## src/pprpc_defs.svh

```systemverilog
// Register map and field positions of the pin control block.
// Assumes a 32-bit classic Wishbone bus; each register is one aligned word.
`ifndef PPRPC_DEFS_SVH
`define PPRPC_DEFS_SVH

// Word indices; the byte address is four times the index.
`define PPRPC_IDX_STATUS   2'h0
`define PPRPC_IDX_FUNC     2'h1
`define PPRPC_IDX_READ     2'h2
`define PPRPC_IDX_PINSTATE 2'h3

// Status register fields.
`define PPRPC_SR_SWD      7
`define PPRPC_SR_QE       6
`define PPRPC_SR_BP_HI    5
`define PPRPC_SR_BP_LO    2
`define PPRPC_SR_WEL      1
`define PPRPC_SR_BUSY     0
`define PPRPC_SR_RESET    8'h00

// Function register: dedicated reset disable.
`define PPRPC_FR_DRST_DIS 0
`define PPRPC_FR_RESET    8'h00

// Read register: pause/reset select.
`define PPRPC_RR_PRS      7
`define PPRPC_RR_RESET    8'h00

// Pin state register fields.
`define PPRPC_PS_PAUSED   0
`define PPRPC_PS_INRST    1
`define PPRPC_PS_WPROT    2
`define PPRPC_PS_REFUSED  6

`endif

```

## src/pprpc_pkg.sv

```systemverilog
// Types shared by the pin control block and its role selector.
// Assumes nothing of its surroundings.
package pprpc_pkg;

  // Function of the shared fourth data line.
  typedef enum logic [2:0] {
    ROLE_PAUSE = 3'b001,
    ROLE_RESET = 3'b010,
    ROLE_QUAD  = 3'b100
  } pprpc_role_t;

endpackage

```

## src/pprpc_role_if.sv

```systemverilog
// Carrier between the pin control top and its role selector.
// Assumes both ends share core_clk.
`timescale 1ns/10ps
interface pprpc_role_if;
  logic                   quad_en;
  logic                   ded_rst_en;
  logic                   prs;
  pprpc_pkg::pprpc_role_t role;

  modport ctl (output quad_en, output ded_rst_en, output prs, input role);
  modport sel (input quad_en, input ded_rst_en, input prs, output role);
endinterface

```

## src/pprpc_role_sel.sv

```systemverilog
// Role selector for the shared fourth data line.
// Assumes control bits arrive from registers on core_clk.
`timescale 1ns/10ps
module pprpc_role_sel #(
  parameter bit HAS_DED_RST = 1'b1
) (
  input  wire logic core_clk,
  input  wire logic rst,
  pprpc_role_if.sel rif
);

  pprpc_pkg::pprpc_role_t role_ff;
  pprpc_pkg::pprpc_role_t nxt_role;
  wire                    follow_prs;

  // With the dedicated reset pin live, the select bit has no say.
  assign follow_prs = !HAS_DED_RST || !rif.ded_rst_en;  // RULE_06 RULE_07
  assign nxt_role   = rif.quad_en ? pprpc_pkg::ROLE_QUAD :  // RULE_04
                      (follow_prs && rif.prs) ? pprpc_pkg::ROLE_RESET :  // RULE_05 RULE_07
                      pprpc_pkg::ROLE_PAUSE;  // RULE_05 RULE_06

  always_ff @(posedge core_clk) begin
    if (rst) begin
      role_ff <= pprpc_pkg::ROLE_PAUSE;
    end else begin
      role_ff <= nxt_role;
    end
  end

  assign rif.role = role_ff;

endmodule

```

## src/pprpc_pin_ctrl.sv

```systemverilog
// Shared pin control of a serial flash: status write protection, pause,
// hardware reset and quad data line hand-over.
// Assumes pins and the serial clock are sampled synchronously on core_clk.
`timescale 1ns/10ps
`include "pprpc_defs.svh"

// Notes on behaviour
// (RULE_01) Protect pin low plus disable bit blocks writes.
// (RULE_02) Disable bit clear: status writes always allowed.
// (RULE_03) Quad mode turns protect pin into data line.
// (RULE_04) Quad mode turns pause/reset pin into data.
// (RULE_05) No dedicated pin: select bit picks pause/reset.
// (RULE_06) Dedicated reset enabled: shared pin is pause.
// (RULE_07) Dedicated reset disabled: select bit picks function.
// (RULE_08) Pause only while selected, keeps partial command.
// (RULE_09) Paused and selected: serial output goes high-impedance.
// (RULE_10) Transfer resumes where it stopped after pause.
// (RULE_11) Reset low: held in reset, outputs high-impedance.
// (RULE_12) Function bit 0 set disables dedicated reset.
// (RULE_13) Host avoids reset during internal write operations.
// (RULE_14) Quad enable is status bit 6, default 0.
// (RULE_15) While paused, serial clock edges are ignored.
module pprpc_pin_ctrl #(
  parameter bit HAS_DED_RST = 1'b1
) (
  input  wire  logic        core_clk,
  input  wire  logic        rst,
  input  wire  logic [3:0]  wb_adr_i,
  input  wire  logic [31:0] wb_dat_i,
  output logic       [31:0] wb_dat_o,
  input  wire  logic [3:0]  wb_sel_i,
  input  wire  logic        wb_we_i,
  input  wire  logic        wb_cyc_i,
  input  wire  logic        wb_stb_i,
  output logic              wb_ack_o,
  input  wire  logic        cs_n_i,
  input  wire  logic        sck_i,
  input  wire  logic        si_i,
  output logic              so_o,
  output logic              so_oe,
  input  wire  logic        data_line_2_i,
  output logic              data_line_2_o,
  output logic              data_line_2_oe,
  input  wire  logic        data_line_3_i,
  output logic              data_line_3_o,
  output logic              data_line_3_oe,
  input  wire  logic        reset_n_i,
  input  wire  logic        core_so_i,
  input  wire  logic        core_so_en_i,
  input  wire  logic        core_d2_i,
  input  wire  logic        core_d2_en_i,
  input  wire  logic        core_d3_i,
  input  wire  logic        core_d3_en_i,
  input  wire  logic        core_busy_i,
  output logic              core_shift_o,
  output logic              core_paused_o,
  output logic              core_reset_o,
  output logic              core_quad_o,
  output logic [1:0]        core_quad_in_o,
  output logic [3:0]        block_protect_o,
  output logic [7:0]        cmd_byte_o,
  output logic              cmd_valid_o
);

  pprpc_role_if rif ();

  pprpc_role_sel #(
    .HAS_DED_RST (HAS_DED_RST)
  ) u_role_sel (
    .core_clk (core_clk),
    .rst      (rst),
    .rif      (rif)
  );

  logic [7:0]  status_ff;
  logic [7:0]  func_ff;
  logic [7:0]  rdreg_ff;
  logic        refused_ff;
  logic        ack_ff;
  logic [31:0] dat_ff;
  logic        sck_prev_ff;
  logic [2:0]  bit_cnt_ff;
  logic [7:0]  shreg_ff;
  logic        shift_ff;
  logic        paused_ff;
  logic        inrst_ff;
  logic        so_ff;
  logic        so_oe_ff;
  logic        dl2_ff;
  logic        dl2_oe_ff;
  logic        dl3_ff;
  logic        dl3_oe_ff;
  logic [1:0]  quad_in_ff;
  logic [7:0]  cmd_ff;
  logic        cmd_valid_ff;

  logic [7:0]  nxt_status;
  logic [7:0]  nxt_func;
  logic [7:0]  nxt_rdreg;
  logic        nxt_refused;
  logic [2:0]  nxt_bit_cnt;
  logic [7:0]  nxt_shreg;

  wire         qe;
  wire         wp_protect;
  wire         role_pause;
  wire         role_reset;
  wire         role_quad;
  wire         ded_rst_act;
  wire         shr_rst_act;
  wire         hw_reset;
  wire         pause_now;
  wire         sck_rise;
  wire         accept;
  wire         byte_done;
  wire         bus_req;
  wire         bus_wr;
  wire         wr_status;
  wire         wr_func;
  wire         wr_rdreg;
  wire         wr_pinst;
  wire         refuse_ev;
  wire [7:0]   wr_byte;
  wire [7:0]   prot_mask;
  wire [7:0]   pin_state;
  wire [31:0]  rd_word;

  // Control bits handed to the role selector.
  assign qe             = status_ff[`PPRPC_SR_QE];  // RULE_14
  assign rif.quad_en    = qe;
  assign rif.ded_rst_en = !func_ff[`PPRPC_FR_DRST_DIS];
  assign rif.prs        = rdreg_ff[`PPRPC_RR_PRS];
  assign role_pause     = (rif.role == pprpc_pkg::ROLE_PAUSE);
  assign role_reset     = (rif.role == pprpc_pkg::ROLE_RESET);
  assign role_quad      = (rif.role == pprpc_pkg::ROLE_QUAD);

  // In quad mode the third line carries data, so its level never protects.
  assign wp_protect  = status_ff[`PPRPC_SR_SWD] && !qe && !data_line_2_i;  // RULE_01 RULE_02 RULE_03

  assign ded_rst_act = HAS_DED_RST && !func_ff[`PPRPC_FR_DRST_DIS] && !reset_n_i;  // RULE_11 RULE_12
  assign shr_rst_act = role_reset && !data_line_3_i;  // RULE_05 RULE_07
  assign hw_reset    = ded_rst_act || shr_rst_act;  // RULE_11

  // Pause counts only while the chip is selected.
  assign pause_now = role_pause && !data_line_3_i && !cs_n_i;  // RULE_08
  assign sck_rise  = sck_i && !sck_prev_ff;
  assign accept    = sck_rise && !cs_n_i && !pause_now && !hw_reset;  // RULE_15 RULE_10
  assign byte_done = accept && (bit_cnt_ff == 3'h7);

  // Bus decode; a write lands on the edge where ack is seen high.
  assign bus_req   = wb_cyc_i && wb_stb_i;
  assign bus_wr    = bus_req && wb_we_i && ack_ff && wb_sel_i[0];
  assign wr_byte   = wb_dat_i[7:0];
  assign wr_status = bus_wr && (wb_adr_i[3:2] == `PPRPC_IDX_STATUS);
  assign wr_func   = bus_wr && (wb_adr_i[3:2] == `PPRPC_IDX_FUNC);
  assign wr_rdreg  = bus_wr && (wb_adr_i[3:2] == `PPRPC_IDX_READ);
  assign wr_pinst  = bus_wr && (wb_adr_i[3:2] == `PPRPC_IDX_PINSTATE);

  // Protected bits keep their value; the write latch stays writable.
  assign prot_mask = wp_protect ? 8'h02 : 8'hfe;  // RULE_01 RULE_02 RULE_03
  assign refuse_ev = wr_status && wp_protect;  // RULE_01

  assign nxt_status = hw_reset ? {status_ff[7:2], 2'b00} :
                      wr_status ? ((wr_byte & prot_mask) | (status_ff & ~prot_mask)) :
                      status_ff;
  assign nxt_func   = wr_func ? wr_byte : func_ff;  // RULE_12
  assign nxt_rdreg  = wr_rdreg ? wr_byte : rdreg_ff;  // RULE_05 RULE_07

  // A refusal in the same cycle as a clear still sets the flag.
  assign nxt_refused = refuse_ev || (refused_ff && !(wr_pinst && wr_byte[`PPRPC_PS_REFUSED]));

  // Pin state is read only; a write there can only clear the refused flag.
  assign pin_state = {1'b0, refused_ff, rif.role, wp_protect, inrst_ff, paused_ff};
  assign rd_word   = (wb_adr_i[3:2] == `PPRPC_IDX_STATUS)   ?
                       {24'h000000, status_ff[7:1], core_busy_i} :
                     (wb_adr_i[3:2] == `PPRPC_IDX_FUNC)     ? {24'h000000, func_ff} :
                     (wb_adr_i[3:2] == `PPRPC_IDX_READ)     ? {24'h000000, rdreg_ff} :
                     {24'h000000, pin_state};

  // Partial command survives a pause; only deselect or reset clears it.
  assign nxt_bit_cnt = (cs_n_i || hw_reset) ? 3'h0 :
                       accept ? bit_cnt_ff + 3'h1 : bit_cnt_ff;  // RULE_08 RULE_10
  assign nxt_shreg   = (cs_n_i || hw_reset) ? 8'h00 :
                       accept ? {shreg_ff[6:0], si_i} : shreg_ff;  // RULE_15

  // Hardware reset spares bits 7:2, which stand for cells that keep their value.
  always_ff @(posedge core_clk) begin
    if (rst) begin
      status_ff  <= `PPRPC_SR_RESET;
      func_ff    <= `PPRPC_FR_RESET;
      rdreg_ff   <= `PPRPC_RR_RESET;
      refused_ff <= 1'b0;
    end else begin
      status_ff  <= nxt_status;
      func_ff    <= nxt_func;
      rdreg_ff   <= nxt_rdreg;
      refused_ff <= nxt_refused;
    end
  end

  // Every access answers one cycle after it is raised, mapped or not.
  always_ff @(posedge core_clk) begin
    if (rst) begin
      ack_ff <= 1'b0;
      dat_ff <= 32'h00000000;
    end else begin
      ack_ff <= bus_req && !ack_ff;
      dat_ff <= (bus_req && !ack_ff) ? rd_word : dat_ff;
    end
  end

  always_ff @(posedge core_clk) begin
    if (rst) begin
      sck_prev_ff  <= 1'b0;
      bit_cnt_ff   <= 3'h0;
      shreg_ff     <= 8'h00;
      shift_ff     <= 1'b0;
      cmd_ff       <= 8'h00;
      cmd_valid_ff <= 1'b0;
    end else begin
      sck_prev_ff  <= sck_i;
      bit_cnt_ff   <= nxt_bit_cnt;
      shreg_ff     <= nxt_shreg;
      shift_ff     <= accept;  // RULE_15
      cmd_ff       <= byte_done ? {shreg_ff[6:0], si_i} : cmd_ff;
      cmd_valid_ff <= byte_done;
    end
  end

  // Pin drivers are registered, so enables lag the pins by one cycle.
  always_ff @(posedge core_clk) begin
    if (rst) begin
      paused_ff  <= 1'b0;
      inrst_ff   <= 1'b0;
      so_ff      <= 1'b0;
      so_oe_ff   <= 1'b0;
      dl2_ff     <= 1'b0;
      dl2_oe_ff  <= 1'b0;
      dl3_ff     <= 1'b0;
      dl3_oe_ff  <= 1'b0;
      quad_in_ff <= 2'h0;
    end else begin
      paused_ff  <= pause_now;  // RULE_08
      inrst_ff   <= hw_reset;  // RULE_11
      so_ff      <= core_so_i;
      so_oe_ff   <= core_so_en_i && !cs_n_i && !pause_now && !hw_reset;  // RULE_09 RULE_11
      dl2_ff     <= core_d2_i;
      dl2_oe_ff  <= role_quad && core_d2_en_i && !cs_n_i && !hw_reset;  // RULE_03 RULE_11
      dl3_ff     <= core_d3_i;
      dl3_oe_ff  <= role_quad && core_d3_en_i && !cs_n_i && !hw_reset;  // RULE_04 RULE_11
      quad_in_ff <= role_quad ? {data_line_3_i, data_line_2_i} : 2'h0;  // RULE_04
    end
  end

  assign wb_ack_o        = ack_ff;
  assign wb_dat_o        = dat_ff;
  assign so_o            = so_ff;
  assign so_oe           = so_oe_ff;
  assign data_line_2_o   = dl2_ff;
  assign data_line_2_oe  = dl2_oe_ff;
  assign data_line_3_o   = dl3_ff;
  assign data_line_3_oe  = dl3_oe_ff;
  assign core_shift_o    = shift_ff;
  assign core_paused_o   = paused_ff;
  assign core_reset_o    = inrst_ff;
  assign core_quad_o     = qe;
  assign core_quad_in_o  = quad_in_ff;
  assign block_protect_o = status_ff[`PPRPC_SR_BP_HI:`PPRPC_SR_BP_LO];
  assign cmd_byte_o      = cmd_ff;
  assign cmd_valid_o     = cmd_valid_ff;
endmodule

```

## config.mk

```make
export PLATFORM = sky130hd
export DESIGN_NAME = pprpc_pin_ctrl
export DESIGN_NICKNAME = d
export VERILOG_FILES = /design/src/pprpc_pkg.sv /design/src/pprpc_role_if.sv /design/src/pprpc_role_sel.sv /design/src/pprpc_pin_ctrl.sv
export VERILOG_INCLUDE_DIRS = /design/src
export SDC_FILE = /design/constraint.sdc
export NUM_CORES = 1
export LEC_CHECK = 0
export BUFFER_PORTS_ARGS = -buffer_cell sky130_fd_sc_hd__buf_2
export CORE_MARGIN = 3
export CORE_UTILIZATION = 45
export CTS_CLUSTER_SIZE = 20
export DETAILED_ROUTE_END_ITERATION = 8
export GPL_TIMING_DRIVEN = 0
export PLACE_DENSITY = 0.73
export SLEW_MARGIN = 20
export SYNTH_ARGS = -nofsm -noshare
export SYNTH_HDL_FRONTEND = slang
export SYNTH_HIERARCHICAL = 1
export SYNTH_SLANG_ARGS = --single-unit
```

## constraint.sdc

```tcl
create_clock -name core_clk -period 4.1 [get_ports core_clk]
set_clock_uncertainty 0.1 [all_clocks]
set_input_delay 0.82 -clock core_clk [delete_from_list [all_inputs] [get_ports core_clk]]
set_output_delay 0.82 -clock core_clk [all_outputs]
set_load 0.02 [all_outputs]
```

Word-level counts from Yosys, hierarchy flattened --
Cells that the tools add are included.
Operators by class: add/sub/neg operators 1, equal/unequal tests 7, muxes and demuxes 6, bitwise operators 6, reductions and logical operators 53
Operators by type and width (count):
- $logic_and 1x1->1 | 33
- $mux 8 | 4
- $and 8x8->8 | 2
- $logic_not 1->1 | 11
- $not 8->8 | 1
- $or 8x8->8 | 1
- $reduce_or 2->1 | 4
- $eq 3x3->1 const B | 2
- $eq 2x2->1 const B | 2
- $add 3x1->3 const B | 1
- $eq 3x1->1 const B | 1
- $eq 3x2->1 const B | 1
- $logic_or 1x1->1 | 3
- $mux 3 | 1
- $eq 2x1->1 const B | 1
- $logic_not 2->1 | 1
- $mux 2 | 1
- $not 1->1 | 2
- $reduce_and 2->1 | 1
Word-level totals: bits in registers 92, logic and storage cells 97

Longest topological paths before layout --
depth in word-level cells 9, gate-level depth with buffers 6, gate-level depth less buffers 4

Hierarchy --
The synthesis kept the hierarchy.
Modules (own cells, without submodules):
- pprpc_pin_ctrl | instances 1, cells each 286, area each 2835.2 um2, seq. area each 1281.2 um2
- pprpc_role_sel | instances 1, cells each 7, area each 95.1 um2, seq. area each 60.1 um2

Worst setup path after synthesis --
Ideal clock, no wire load.
path type input -> register, start point input port cs_n_i, end point register cmd_ff[0], in the netlist cmd_byte_o[0], data arrival time 1826 ps, required time 3928 ps, setup slack 2103 ps, cell stages on the path 5, cell sequence nor2_1 -> a311o_1 -> nor4b_2 -> buf_6 -> mux2i_1
On the way: word-level cells in the longest chain between the ends 6, elaborated cells between the ends (all ways) 7
Ends and longest elaborated chain:
- start: declaration | RTL line pprpc_pin_ctrl.sv:36 | input wire logic cs_n_i,
- $logic_not 1->1 * | RTL line pprpc_pin_ctrl.sv:145, pprpc_pin_ctrl.sv:147
- $logic_and 1x1->1 | RTL line pprpc_pin_ctrl.sv:145 | assign pause_now = role_pause && !data_line_3_i && !cs_n_i;
- $logic_not 1->1 | RTL line pprpc_pin_ctrl.sv:147 | assign accept = sck_rise && !cs_n_i && !pause_now && !hw_reset;
- $logic_and 1x1->1 * (2 in a row) | RTL line pprpc_pin_ctrl.sv:147
- $logic_and 1x1->1 * | RTL line pprpc_pin_ctrl.sv:148 | assign byte_done = accept && (bit_cnt_ff == 3'h7);
- end signal: assignment | RTL line pprpc_pin_ctrl.sv:225 | cmd_ff <= byte_done ? {shreg_ff[6:0], si_i} : cmd_ff;
- end: declaration | RTL line pprpc_pin_ctrl.sv:94 | logic [7:0] cmd_ff;
Mark *: on every way between the ends. The rest lies on a longest branch, timed or not. A chain may end at the register's enable or synchronous reset.

==> impl_metrics.ini <==
[pwr]
power.share.clock = 0.375
power.share.switching = 0.248
p_sw_mw = 0.308
power_density_nw_per_um2 = 347
peakVddDrop_uv = 286
internal-power_mw = 0.934
power.leakage_nw = 1.73
power_frac_comb = 0.095
power.share.sequential = 0.530

[yosys]
post_synth_num_cell_types = 40
share_of_synthesized_area_spent_on_multiplexers = 0.175
yosysWarningCount = 6
yosys.area.top_type_share = 0.458
netlist.top_cell.by_area = sky130_fd_sc_hd__dfxtp_1
dominant_combinational_cell_family_by_area_after_synthesis = simple AND/OR/NAND/NOR gates
synth-simple-area-share = 0.203
avgSynthCellArea_um2 = 10.0
post_synthesis_sequential_element_count = 67
synth-adder-area-share = 0.00854
netlist_top_cells_area = sky130_fd_sc_hd__dfxtp_1 (46%), sky130_fd_sc_hd__mux2i_1 (12%), sky130_fd_sc_hd__buf_4 (7.4%)
synth-xor-area-share = 0.00299
synthesis.area_um2 = 2930
synth.yosys.seq_area_share = 0.458
compound_gate_portion_of_the_synthesized_area = 0.0457
synthesis.instances = 293

[timing]
fin_setup_tns_ps = 0
min_period_over_period = 0.480
slew_headroom = 0.574
setup-violations-final = 0
period_minus_slack_ps = 1970
max_slew_violation_total_from_the_final_report = 0
unrepaired_setup_endpoints_after_global_routing = false
worst_pin_slew_ps = 630
timing.fmax_mhz = 508
timing_hold_violations_final = 0

[global_routing]
grt_overflow = 0
antenna_found_initial = 0
first_global_vias = 2089
grt_pass1_wl_um = 10300
maximum_number_of_pins_on_one_net_before_global_route_repair = 11
globalRouteTotalUtil = 0.181

[critical_path]
critical_path.n_buffers_inverters = 1
critical_path_class = flop to primary output
cp_cell_sequence = buf_2
critical_path.top_delay_family = flip-flops
critical_path_peak_fanout = 7
cp_slowest_stage_delay_ps = 480
crit_path_start_kind = flop
timing.critical_path.required_ps = 3180
critPathArrivalTime_ps = 1050
critical-path-slowest-cell = sky130_fd_sc_hd__dfxtp_1
end_kind = primary output

[routing]
firstDrtPassIters = 5
per_cell_via_count_in_the_routed_design = 4.78
antenna_left = 0
postRouteWirelength_um = 6430
vias = 2237
drt_drc_violations_left = 0
initialDrtViolationCount = 112
detail_route.wl_per_cell_um = 13.7

[final_layout]
final_nets = 449
n_antenna_cell = 0
most_frequent_cells_in_the_layout = sky130_fd_sc_hd__dfxtp_1 (67), sky130_fd_sc_hd__buf_2 (65), sky130_fd_sc_hd__nor2_1 (38)
drive_gt1_frac = 0.316
layout_commonest_cell = sky130_fd_sc_hd__dfxtp_1
final_design_area_no_fill_um2 = 3580
final.fill_count = 583
synthToLayoutAreaGrowth_pct = 22.2

[clocking]
cts-root-buf = sky130_fd_sc_hd__clkbuf_8
longest_clk_path_bufs = 2
tritoncts = built
post_cts_resize_count = 0
number_of_sinks_driven_by_the_clock_tree = 67
cts.hold.buffers_added = 0
cts-buffers-inserted = 9
clk-insertion-delay-late_ps = 340
post-cts-setup-buffer-count = 0
cts-htree-levels = 3
clk_pin_slew_worst_paths_ps = 70

[die]
io_pins = 116
rows = 28
initial_utilization = 0.481
placeableCoreArea_um2 = 6100
die-area_um2 = 7520
dieWidth_um = 86.7
floorplan.die.height_um = 86.7

[placed_design]
placedInstanceArea_um2 = 3420
dpl.hpwl_um = 4680
gp_routability_congestion = 0.867
number_of_port_buffers = 62

[flow_run]
maximum_capacitance_violations = 0

[run_status]
status = finished clean

[hold_path]
worstHoldPathType = flop to flop
cell families (layout without fill, tap and decap cells):
group / after synthesis / count (layout)
and+or+nand+nor: 110 / 110
DFF: 67 / 67
buffers and inverters: 47 / 124
muxes: 42 / 42
AOI/OAI and AO/OA: 23 / 23
adders and majority gates: 2 / 2
other: 1 / 24
xor gates and xnor gates: 1 / 1
layer usage:
metal | up-vias | share of wire | global-route usage
li1 | 1136 | - | -
met1 | 1006 | 0.46 | 0.239
met2 | 87 | 0.44 | 0.267
met3 | 8 | 0.085 | 0.0599
met4 | 0 | 0.014 | 0.0822
met5 | - | 0 | 0
final timing paths:
check                              start             to  slack, ps  cells past startpoint
setup reg to reg  u_role_sel/rif.role[0]  cmd_byte_o[0]       2300                      6
hold / removal               wb_dat_o[0]    wb_dat_o[0]        350                      2
hold reg to reg              wb_dat_o[0]    wb_dat_o[0]        350                      2
setup / recovery                    flop    core_quad_o       2130                      1
flip-flops by register name (all words and copies together), names as in the netlist, 2 cells and up, named ones only:
| signal | count |
|---|---|
| bit_cnt_ff | 3 |
| wb_dat_o | 8 |
| func_ff | 8 |
| cmd_byte_o | 8 |
| core_quad_in_o | 2 |
| rdreg_ff | 8 |
| u_role_sel/rif.role | 3 |
| shreg_ff | 7 |
through the flow:
step	utilization	power (mW)	instances	setup WS, ps	hold WS (ps)
floorplan	-	0.756	316	2100	351
global placement	0.561	0.791	453	1850	342
detailed placement	0.561	0.791	453	1810	346
CTS	0.587	1.25	468	2140	355
global route	0.587	1.30	468	2030	372
finish	0.587	1.24	468	2130	352
power by group through the flow:
stage               sequential (mW)  clock [mW]  combinational, mW
floorplan                     0.679           0             0.0769
global placement              0.673           0              0.117
detailed placement            0.673           0              0.118
CTS                           0.658       0.474              0.118
global route                  0.659       0.514              0.128
finish                        0.659       0.466              0.118
layout make-up:
type                            count  area [um^2]  share of cell area
Buffer                             45          304              0.0849
Clock inverter                      3         15.0             0.00419
Inverter                            2         7.51             0.00210
Clock buffer                       12          145              0.0405
Multi-Input combinational cell    202         1360               0.381
Sequential cell                    67         1340               0.375
Tap cell                           75         93.8              0.0262
Timing Repair Buffer               62          310              0.0867
Yosys cell counts:
cell	count
sky130_fd_sc_hd__dfxtp_1	67
sky130_fd_sc_hd__nor2_1	38
sky130_fd_sc_hd__mux2i_1	35
sky130_fd_sc_hd__buf_4	29
sky130_fd_sc_hd__nand2_1	20
sky130_fd_sc_hd__nand2b_1	16
sky130_fd_sc_hd__a21oi_1	14
sky130_fd_sc_hd__clkbuf_1	9
sky130_fd_sc_hd__nand4b_1	7
sky130_fd_sc_hd__mux4_2	6
sky130_fd_sc_hd__nor2b_1	4
sky130_fd_sc_hd__o31ai_1	4
sky130_fd_sc_hd__and2_1	3
sky130_fd_sc_hd__buf_2	3
sky130_fd_sc_hd__buf_6	3
sky130_fd_sc_hd__nor3_1	3
sky130_fd_sc_hd__and3_1	2
sky130_fd_sc_hd__ha_1	2
sky130_fd_sc_hd__inv_1	2
sky130_fd_sc_hd__nand3_1	2
sky130_fd_sc_hd__nor2_2	2
sky130_fd_sc_hd__nor3b_1	2
sky130_fd_sc_hd__nor4b_2	2
sky130_fd_sc_hd__o21ai_0	2
sky130_fd_sc_hd__a311o_1	1
sky130_fd_sc_hd__and2b_1	1
sky130_fd_sc_hd__and4_1	1
sky130_fd_sc_hd__buf_1	1
sky130_fd_sc_hd__conb_1	1
sky130_fd_sc_hd__mux4_1	1
sky130_fd_sc_hd__nor2b_2	1
sky130_fd_sc_hd__nor3b_2	1
sky130_fd_sc_hd__nor4_1	1
sky130_fd_sc_hd__nor4b_1	1
sky130_fd_sc_hd__o21bai_1	1
sky130_fd_sc_hd__o22ai_1	1
sky130_fd_sc_hd__or2_1	1
sky130_fd_sc_hd__or2_2	1
sky130_fd_sc_hd__or3_4	1
sky130_fd_sc_hd__xor2_1	1
No activity file was read; power rests on OpenSTA's default activity.
